## src/cntfc_pkg.sv

```systemverilog
// Package of constants for the CAN transceiver host-side controller
package cntfc_pkg;
  localparam int unsigned CLK_MHZ = 200;
  // Longest dominant run the host allows on the transmit pin, in bit times
  localparam int unsigned MAX_DOM_BITS = 11;
  // Dominant timeout minimum, in microseconds (1.2 ms)
  localparam int unsigned DOM_TIMEOUT_US = 1200;
  localparam int unsigned DOM_TIMEOUT_CYC = DOM_TIMEOUT_US * CLK_MHZ;
  // Mode change time, in microseconds
  localparam int unsigned MODE_US = 20;
  localparam int unsigned MODE_CYC = MODE_US * CLK_MHZ;
  // Lowest usable rate in bits per second (9.2 kbps)
  localparam int unsigned MIN_RATE_BPS = 9200;
  localparam int unsigned FIFO_W = 1;
  localparam int unsigned FIFO_D = 16;
  localparam int unsigned CNT_W = 24;
  localparam logic LVL_DOMINANT = 1'b0;
  localparam logic LVL_RECESSIVE = 1'b1;
  localparam logic SILENT_ON = 1'b1;
  localparam logic SILENT_OFF = 1'b0;
  localparam logic [CNT_W-1:0] BIT_CYC_RST = 24'h0003E8;
endpackage

```

## src/cntfc_host.sv

```systemverilog
// Host-side controller that drives the transceiver transmit and mode pins
// Overview of operation
// Dominant is logic low on transmit and receive pins.
// Recessive is logic high on transmit and receive pins.
// Transceiver resolves bus dominant if any node drives dominant.
// Transceiver supervises dominant timeout only in normal mode.
// Transceiver starts timeout timer on transmit falling edge.
// No rising edge within 1.2 ms disables the transceiver driver.
// Transceiver re-enables driver once transmit returns recessive.
// Receiver keeps following the bus during a timeout fault.
// Host never holds transmit dominant over 11 successive bit times.
// Over-temperature turns driver off and blocks transmit path.
// Thermal fault clears only below threshold, with hysteresis.
// Receive path stays working during thermal fault.
// Undervoltage on either supply forces protected state.
// Protected state floats bus and receive output.
// Receive output driven only with the I/O supply present.
// Host drives the silent-select pin to pick silent or normal.
// Silent high disables driver; low enables driver and receiver.
// Floating silent-select means silent, floating transmit means recessive.
// Floating transmit is recessive, no blocking or timeout.
// After undervoltage clears and mode time passes, normal resumes.
// Timeout is measured by a counter reset on transmit rising edge.
`timescale 1ns/100ps
`default_nettype none
module cntfc_host (
  input wire logic clk_sys,
  input wire logic rst,
  // User side
  input wire logic tx_valid,
  output logic tx_ready,
  input wire logic tx_bit,
  input wire logic [23:0] bit_cycles,
  input wire logic silent_req,
  output logic rx_bit,
  output logic rx_strobe,
  output logic dom_limit_hit,
  output logic mode_ready,
  // Transceiver pins
  output logic txd_pin,
  output logic silent_pin,
  input wire logic rxd_pin
);
  typedef enum logic [1:0] {CNTFC_IDLE, CNTFC_BIT} cntfc_state_e;
  cntfc_state_e st_r, st_nxt;
  logic [23:0] bcnt_r, bcnt_nxt;
  logic [3:0] dom_r, dom_nxt;
  logic txd_r, txd_nxt, hit_r, hit_nxt;
  logic [23:0] mcnt_r, mcnt_nxt;
  logic sil_r, sil_nxt, mrdy_r, mrdy_nxt;
  logic rx_r, rx_nxt, rxs_r, rxs_nxt;
  logic f_valid, f_ready, f_data, pop;
  cntfc_fifo #(.W(cntfc_pkg::FIFO_W), .D(cntfc_pkg::FIFO_D)) u_fifo (
    .clk_sys(clk_sys),
    .rst(rst),
    .in_valid(tx_valid),
    .in_ready(f_ready),
    .in_data(tx_bit),
    .out_valid(f_valid),
    .out_ready(pop),
    .out_data(f_data)
  );
  // Bit sequencer with dominant run limit
  always_comb begin
    st_nxt = st_r;
    bcnt_nxt = bcnt_r;
    dom_nxt = dom_r;
    txd_nxt = txd_r;
    hit_nxt = 1'b0;
    pop = 1'b0;
    case (st_r)
      CNTFC_IDLE: begin
        txd_nxt = cntfc_pkg::LVL_RECESSIVE;
        // Transmit only once the transceiver has settled in normal mode
        if (f_valid && mrdy_r && !sil_r) begin
          pop = 1'b1;
          bcnt_nxt = (bit_cycles == 24'h000000) ? cntfc_pkg::BIT_CYC_RST : bit_cycles;
          st_nxt = CNTFC_BIT;
          if (f_data == cntfc_pkg::LVL_DOMINANT) begin
            if (dom_r == 4'(cntfc_pkg::MAX_DOM_BITS)) begin
              // Forced recessive breaks the run rather than trip the timeout
              txd_nxt = cntfc_pkg::LVL_RECESSIVE;
              dom_nxt = 4'h0;
              hit_nxt = 1'b1;
            end else begin
              txd_nxt = cntfc_pkg::LVL_DOMINANT;
              dom_nxt = dom_r + 4'h1;
            end
          end else begin
            txd_nxt = cntfc_pkg::LVL_RECESSIVE;
            dom_nxt = 4'h0;
          end
        end else begin
          dom_nxt = 4'h0;
        end
      end
      CNTFC_BIT: begin
        bcnt_nxt = bcnt_r - 24'h000001;
        if (bcnt_r <= 24'h000001) begin
          // Back to back bits keep the line at its level
          if (f_valid && mrdy_r && !sil_r) begin
            pop = 1'b1;
            bcnt_nxt = (bit_cycles == 24'h000000) ? cntfc_pkg::BIT_CYC_RST : bit_cycles;
            if (f_data == cntfc_pkg::LVL_DOMINANT && dom_r != 4'(cntfc_pkg::MAX_DOM_BITS)) begin
              txd_nxt = cntfc_pkg::LVL_DOMINANT;
              dom_nxt = dom_r + 4'h1;
            end else begin
              hit_nxt = (f_data == cntfc_pkg::LVL_DOMINANT);
              txd_nxt = cntfc_pkg::LVL_RECESSIVE;
              dom_nxt = 4'h0;
            end
          end else begin
            st_nxt = CNTFC_IDLE;
            txd_nxt = cntfc_pkg::LVL_RECESSIVE;
            dom_nxt = 4'h0;
          end
        end
      end
      default: begin
        st_nxt = CNTFC_IDLE;
        txd_nxt = cntfc_pkg::LVL_RECESSIVE;
      end
    endcase
  end
  always_ff @(posedge clk_sys or posedge rst) begin
    if (rst) begin
      st_r <= CNTFC_IDLE;
      bcnt_r <= 24'h000000;
      dom_r <= 4'h0;
      txd_r <= 1'b1;
      hit_r <= 1'b0;
    end else begin
      st_r <= st_nxt;
      bcnt_r <= bcnt_nxt;
      dom_r <= dom_nxt;
      txd_r <= txd_nxt;
      hit_r <= hit_nxt;
    end
  end
  // Mode pin and settle timer
  always_comb begin
    sil_nxt = silent_req ? cntfc_pkg::SILENT_ON : cntfc_pkg::SILENT_OFF;
    mcnt_nxt = mcnt_r;
    mrdy_nxt = mrdy_r;
    if (sil_nxt != sil_r) begin
      mcnt_nxt = 24'(cntfc_pkg::MODE_CYC);
      mrdy_nxt = 1'b0;
    end else if (mcnt_r != 24'h000000) begin
      mcnt_nxt = mcnt_r - 24'h000001;
    end else begin
      mrdy_nxt = 1'b1;
    end
  end
  // Receive sampling; an edge marks a change seen on the bus
  always_comb begin
    rx_nxt = rxd_pin;
    rxs_nxt = (rxd_pin != rx_r);
  end
  always_ff @(posedge clk_sys or posedge rst) begin
    if (rst) begin
      // Silent at reset, as a floating select pin would give
      sil_r <= 1'b1;
      mcnt_r <= 24'(cntfc_pkg::MODE_CYC);
      mrdy_r <= 1'b0;
      rx_r <= 1'b1;
      rxs_r <= 1'b0;
    end else begin
      sil_r <= sil_nxt;
      mcnt_r <= mcnt_nxt;
      mrdy_r <= mrdy_nxt;
      rx_r <= rx_nxt;
      rxs_r <= rxs_nxt;
    end
  end
  assign tx_ready = f_ready;
  assign txd_pin = txd_r;
  assign silent_pin = sil_r;
  assign rx_bit = rx_r;
  assign rx_strobe = rxs_r;
  assign dom_limit_hit = hit_r;
  assign mode_ready = mrdy_r;
endmodule
`default_nettype wire

```

## src/cntfc_fifo.sv

```systemverilog
// Bit FIFO with valid and ready on both sides
`timescale 1ns/100ps
`default_nettype none
module cntfc_fifo #(
  parameter int unsigned W = 1,
  parameter int unsigned D = 16
) (
  input wire logic clk_sys,
  input wire logic rst,
  input wire logic in_valid,
  output logic in_ready,
  input wire logic [W-1:0] in_data,
  output logic out_valid,
  input wire logic out_ready,
  output logic [W-1:0] out_data
);
  localparam int unsigned AW = $clog2(D);
  logic [W-1:0] mem_r [D];
  logic [AW-1:0] wp_r, wp_nxt, rp_r, rp_nxt;
  logic [AW:0] cnt_r, cnt_nxt;
  logic wr, rd;
  // Ready is registered so that the top-level ready output comes from a flip-flop
  logic in_ready_r;
  always_comb begin
    wr = in_valid && (cnt_r != (AW+1)'(D));
    rd = out_ready && (cnt_r != '0);
    wp_nxt = wr ? wp_r + 1'b1 : wp_r;
    rp_nxt = rd ? rp_r + 1'b1 : rp_r;
    cnt_nxt = cnt_r;
    if (wr && !rd) begin
      cnt_nxt = cnt_r + 1'b1;
    end else if (rd && !wr) begin
      cnt_nxt = cnt_r - 1'b1;
    end
  end
  always_ff @(posedge clk_sys or posedge rst) begin
    if (rst) begin
      wp_r <= '0;
      rp_r <= '0;
      cnt_r <= '0;
      in_ready_r <= 1'b1;
    end else begin
      wp_r <= wp_nxt;
      rp_r <= rp_nxt;
      cnt_r <= cnt_nxt;
      in_ready_r <= (cnt_nxt != (AW+1)'(D));
    end
  end
  always_ff @(posedge clk_sys) begin
    if (wr) begin
      mem_r[wp_r] <= in_data;
    end
  end
  assign in_ready = in_ready_r;
  assign out_valid = (cnt_r != '0);
  assign out_data = mem_r[rp_r];
endmodule
`default_nettype wire

```

## config.mk

```make
export PLATFORM = sky130hd
export DESIGN_NAME = cntfc_host
export DESIGN_NICKNAME = d
export VERILOG_FILES = /design/src/cntfc_pkg.sv /design/src/cntfc_host.sv /design/src/cntfc_fifo.sv
export SDC_FILE = /design/constraint.sdc
export NUM_CORES = 1
export LEC_CHECK = 0
export BUFFER_PORTS_ARGS = -buffer_cell sky130_fd_sc_hd__clkbuf_2
export CAP_MARGIN = 20
export CORE_MARGIN = 10
export CORE_UTILIZATION = 25
export DETAILED_ROUTE_END_ITERATION = 10
export HOLD_SLACK_MARGIN = 0.03
export PLACE_DENSITY_LB_ADDON = 0.15
export SLEW_MARGIN = 20
export SYNTH_ARGS = -nofsm -noshare
export SYNTH_HDL_FRONTEND = slang
export SYNTH_SLANG_ARGS = --single-unit
```

## constraint.sdc

```tcl
create_clock -name clk_sys -period 4.5 [get_ports clk_sys]
set_input_delay 0.45 -clock clk_sys [delete_from_list [all_inputs] [get_ports clk_sys]]
set_output_delay 0.45 -clock clk_sys [all_outputs]
set_load 0.01 [all_outputs]
```

==> run metrics <==
Worst VDD drop 197 uV; final number of setup-violating endpoints 0; worst slew pin tran 947 ps; Slew HR 36.3%; crit path time final 3200 ps; Cells after Synth 527; Slew Limit Fails 0; Detail Placement HPWL 8840 um; Worst R2R Path Depth 6; sequential area share after synthesis 46.6%; syn avg cell area 9.44 um^2; first-pass GRT wire length 21100 um; total power 0.00257 W; clock skew after layout 7.15 ps; Critical Path End Type flip-flop; Hold Path Class primary input to flip-flop; Synth cell types 62; Initial Utilization 25.5%; Post-synth top flop dfrtp_1; max cap viols 0; area of the multi-input gates 2490 um^2; Die ar. 25900 um^2; Pwr per Cell Area 446 nW/um^2; n_diodes 0; reg-to-reg endpoint u_fifo.in_ready$_DFF_PP1_; fmax 313 MHz; synthesized cell area 4970 um^2; flops & latches, synth 89; gr ovfl total 0; RSZ-0062 raised after global routing false; routed via count 3982; Syn Nets 570; worst-path maximum fanout 7; CTS sink cnt 89; port bufs 36; area grow syn2layout 15.9%; first-pass iteration count of the detailed router 4; number of post-CTS setup repair buffers 0; drt via density 4.81; GP Congestion 0.813; vias in the first global route 4059; fillers 2084; DIE WIDTH 161 um; nets 601; drt initial violations 248; Hold Startpoint rxd_pin; clock-pin slew on the worst setup and hold paths 70 ps; Hold Vio Cnt, Final 0; leakage power 2.28 nW; routed wire length 12400 um; cts repair resizes 0; Worst Path Arrival 3460 ps; CTS max path bufs 2; largest net degree at the start of global routing 45; Worst Path Required 4760 ps; total CTS buffers 9; clock root cell clkbuf_16; status finished, final reports clean; Tot GR Track Use 9.86%; worst skew pair latency 350 ps; ys async rst share 82.0%; Crit Path Category flip-flop to flip-flop; Reg area 2320 um^2; worst setup path endpoint u_fifo.in_ready$_DFF_PP1_; CTS H-tree depth 3; # IOs 37; DRT antenna net count 0; Chip Height 161 um; Critical Path Start bcnt_r[2]$_DFFE_PP0P_; DRC 0; final worst path period share 71.1%; setup tns final 0 ps; Synth Warn # 0; post-DR wirelength/cell 14.9 um; # hold bufs at CTS 0; cell row count 51; Core Area 19500 um^2; reg2reg setup slack 1300 ps; crit start category flip-flop; Post-synth EDFFs 16; antenna violations before repair 0; share of layout cells above drive strength 1 15.5%; FF-to-FF Start bcnt_r[2]$_DFFE_PP0P_; CTS tree done
-- how the worst min path moves through the flow --
stage	end	slack (ps)	cells past startpoint
floorplan	rx_bit$_DFF_PP1_	450	0
global placement	u_fifo.rp_r[3]$_DFFE_PP0P_	500	1
detailed placement	bcnt_r[18]$_DFFE_PP0P_	490	2
CTS	rx_bit$_DFF_PP1_	190	1
global route	rx_bit$_DFF_PP1_	200	1
finish	rx_bit$_DFF_PP1_	200	1
-- Yosys cell counts, types with 13 or more instances --
library cell / number / share of area, %
a21oi_1: 26 / 2.6
clkbuf_1: 19 / 1.4
dfrtp_1: 63 / 32
edfxtp_1: 16 / 9.7
ha_1: 13 / 3.3
inv_1: 18 / 1.4
nand2_1: 42 / 3.2
nand3_1: 16 / 1.6
nor2_1: 90 / 6.8
nor3_1: 20 / 2.0
nor4_1: 14 / 1.8
o21ai_0: 26 / 2.6
xnor2_1: 14 / 2.5
xor2_1: 16 / 2.8
-- per-stage QoR --
step	utilization [%]	cell area, um^2	hold WS (ps)	worst slack [ps]	cells
2_1_floorplan	-	4970	454	1650	527
6_report	29.5	5760	203	1300	828
3_5_place_dp	27.9	5440	493	1290	812
4_1_cts	29.5	5760	189	1290	828
3_3_place_gp	27.9	5440	498	1430	812
5_1_grt	29.5	5760	198	988	828
-- where the power goes --
part,internal (W),switching [W]
Sequential,0.000980,0.000187
Combinational,0.000259,0.000316
Clock,0.000502,0.000325
Total,0.00174,0.000828
-- flip-flops by register name, indices dropped and copies added (netlist names), 4 cells and up --
register and cells:
bcnt_r 24, mcnt_r 24, u_fifo.wp_r 4, u_fifo.cnt_r 5, u_fifo.mem_r 16, u_fifo.rp_r 4
dom_r 4
-- cell type report --
class,count,share of cell area (%)
Clock buffer,11,4.21
Sequential cell,89,40.2
Inverter,18,1.19
Clock inverter,5,1.37
Tap cell,265,5.75
Multi-Input combinational cell,397,43.2
Timing Repair Buffer,43,4.04
-- metal layers --
| metal | wire length (um) | track usage (%) |
|---|---|---|
| met5 | 0 | 0 |
| met1 | 5970 | 13.2 |
| met2 | 5880 | 15.4 |
| met4 | 216 | 4.34 |
| met3 | 302 | 1.58 |
-- worst max-delay path, cell delays in order, from the launching register on --
cell and delay, ps:
dfrtp_1 430, nor4_2 670, nand4b_1 330, o21ai_0 600
nand2_1 320, o31a_1 370, or4_1 400
-- cell usage in the layout (no fill, tap or decap), types with 6 or more instances in the layout --
master,n
nor2_1,90
dfrtp_1,63
nand2_1,42
clkbuf_2,36
o21ai_0,26
a21oi_1,26
nor3_1,20
inv_1,17
xor2_1,16
nand3_1,16
edfxtp_1,16
nor4_1,14
xnor2_1,14
ha_1,13
nand4_1,11
dfstp_2,10
clkbuf_16,9
or3_1,7
o211ai_1,7
buf_4,7
o22a_1,6
nand2b_1,6
-- cells by family after synthesis --
| logic type | count (synthesis) | share of synthesized area (%) |
|---|---|---|
| buf+inv | 41 | 3.40 |
| fa+ha+maj | 13 | 3.27 |
| simple gates | 239 | 24.2 |
| compound gates | 109 | 14.7 |
| mux | 6 | 2.49 |
| flops | 89 | 46.6 |
| xor+xnor | 30 | 5.28 |
Note: power is estimated with default switching activity, not from simulation.
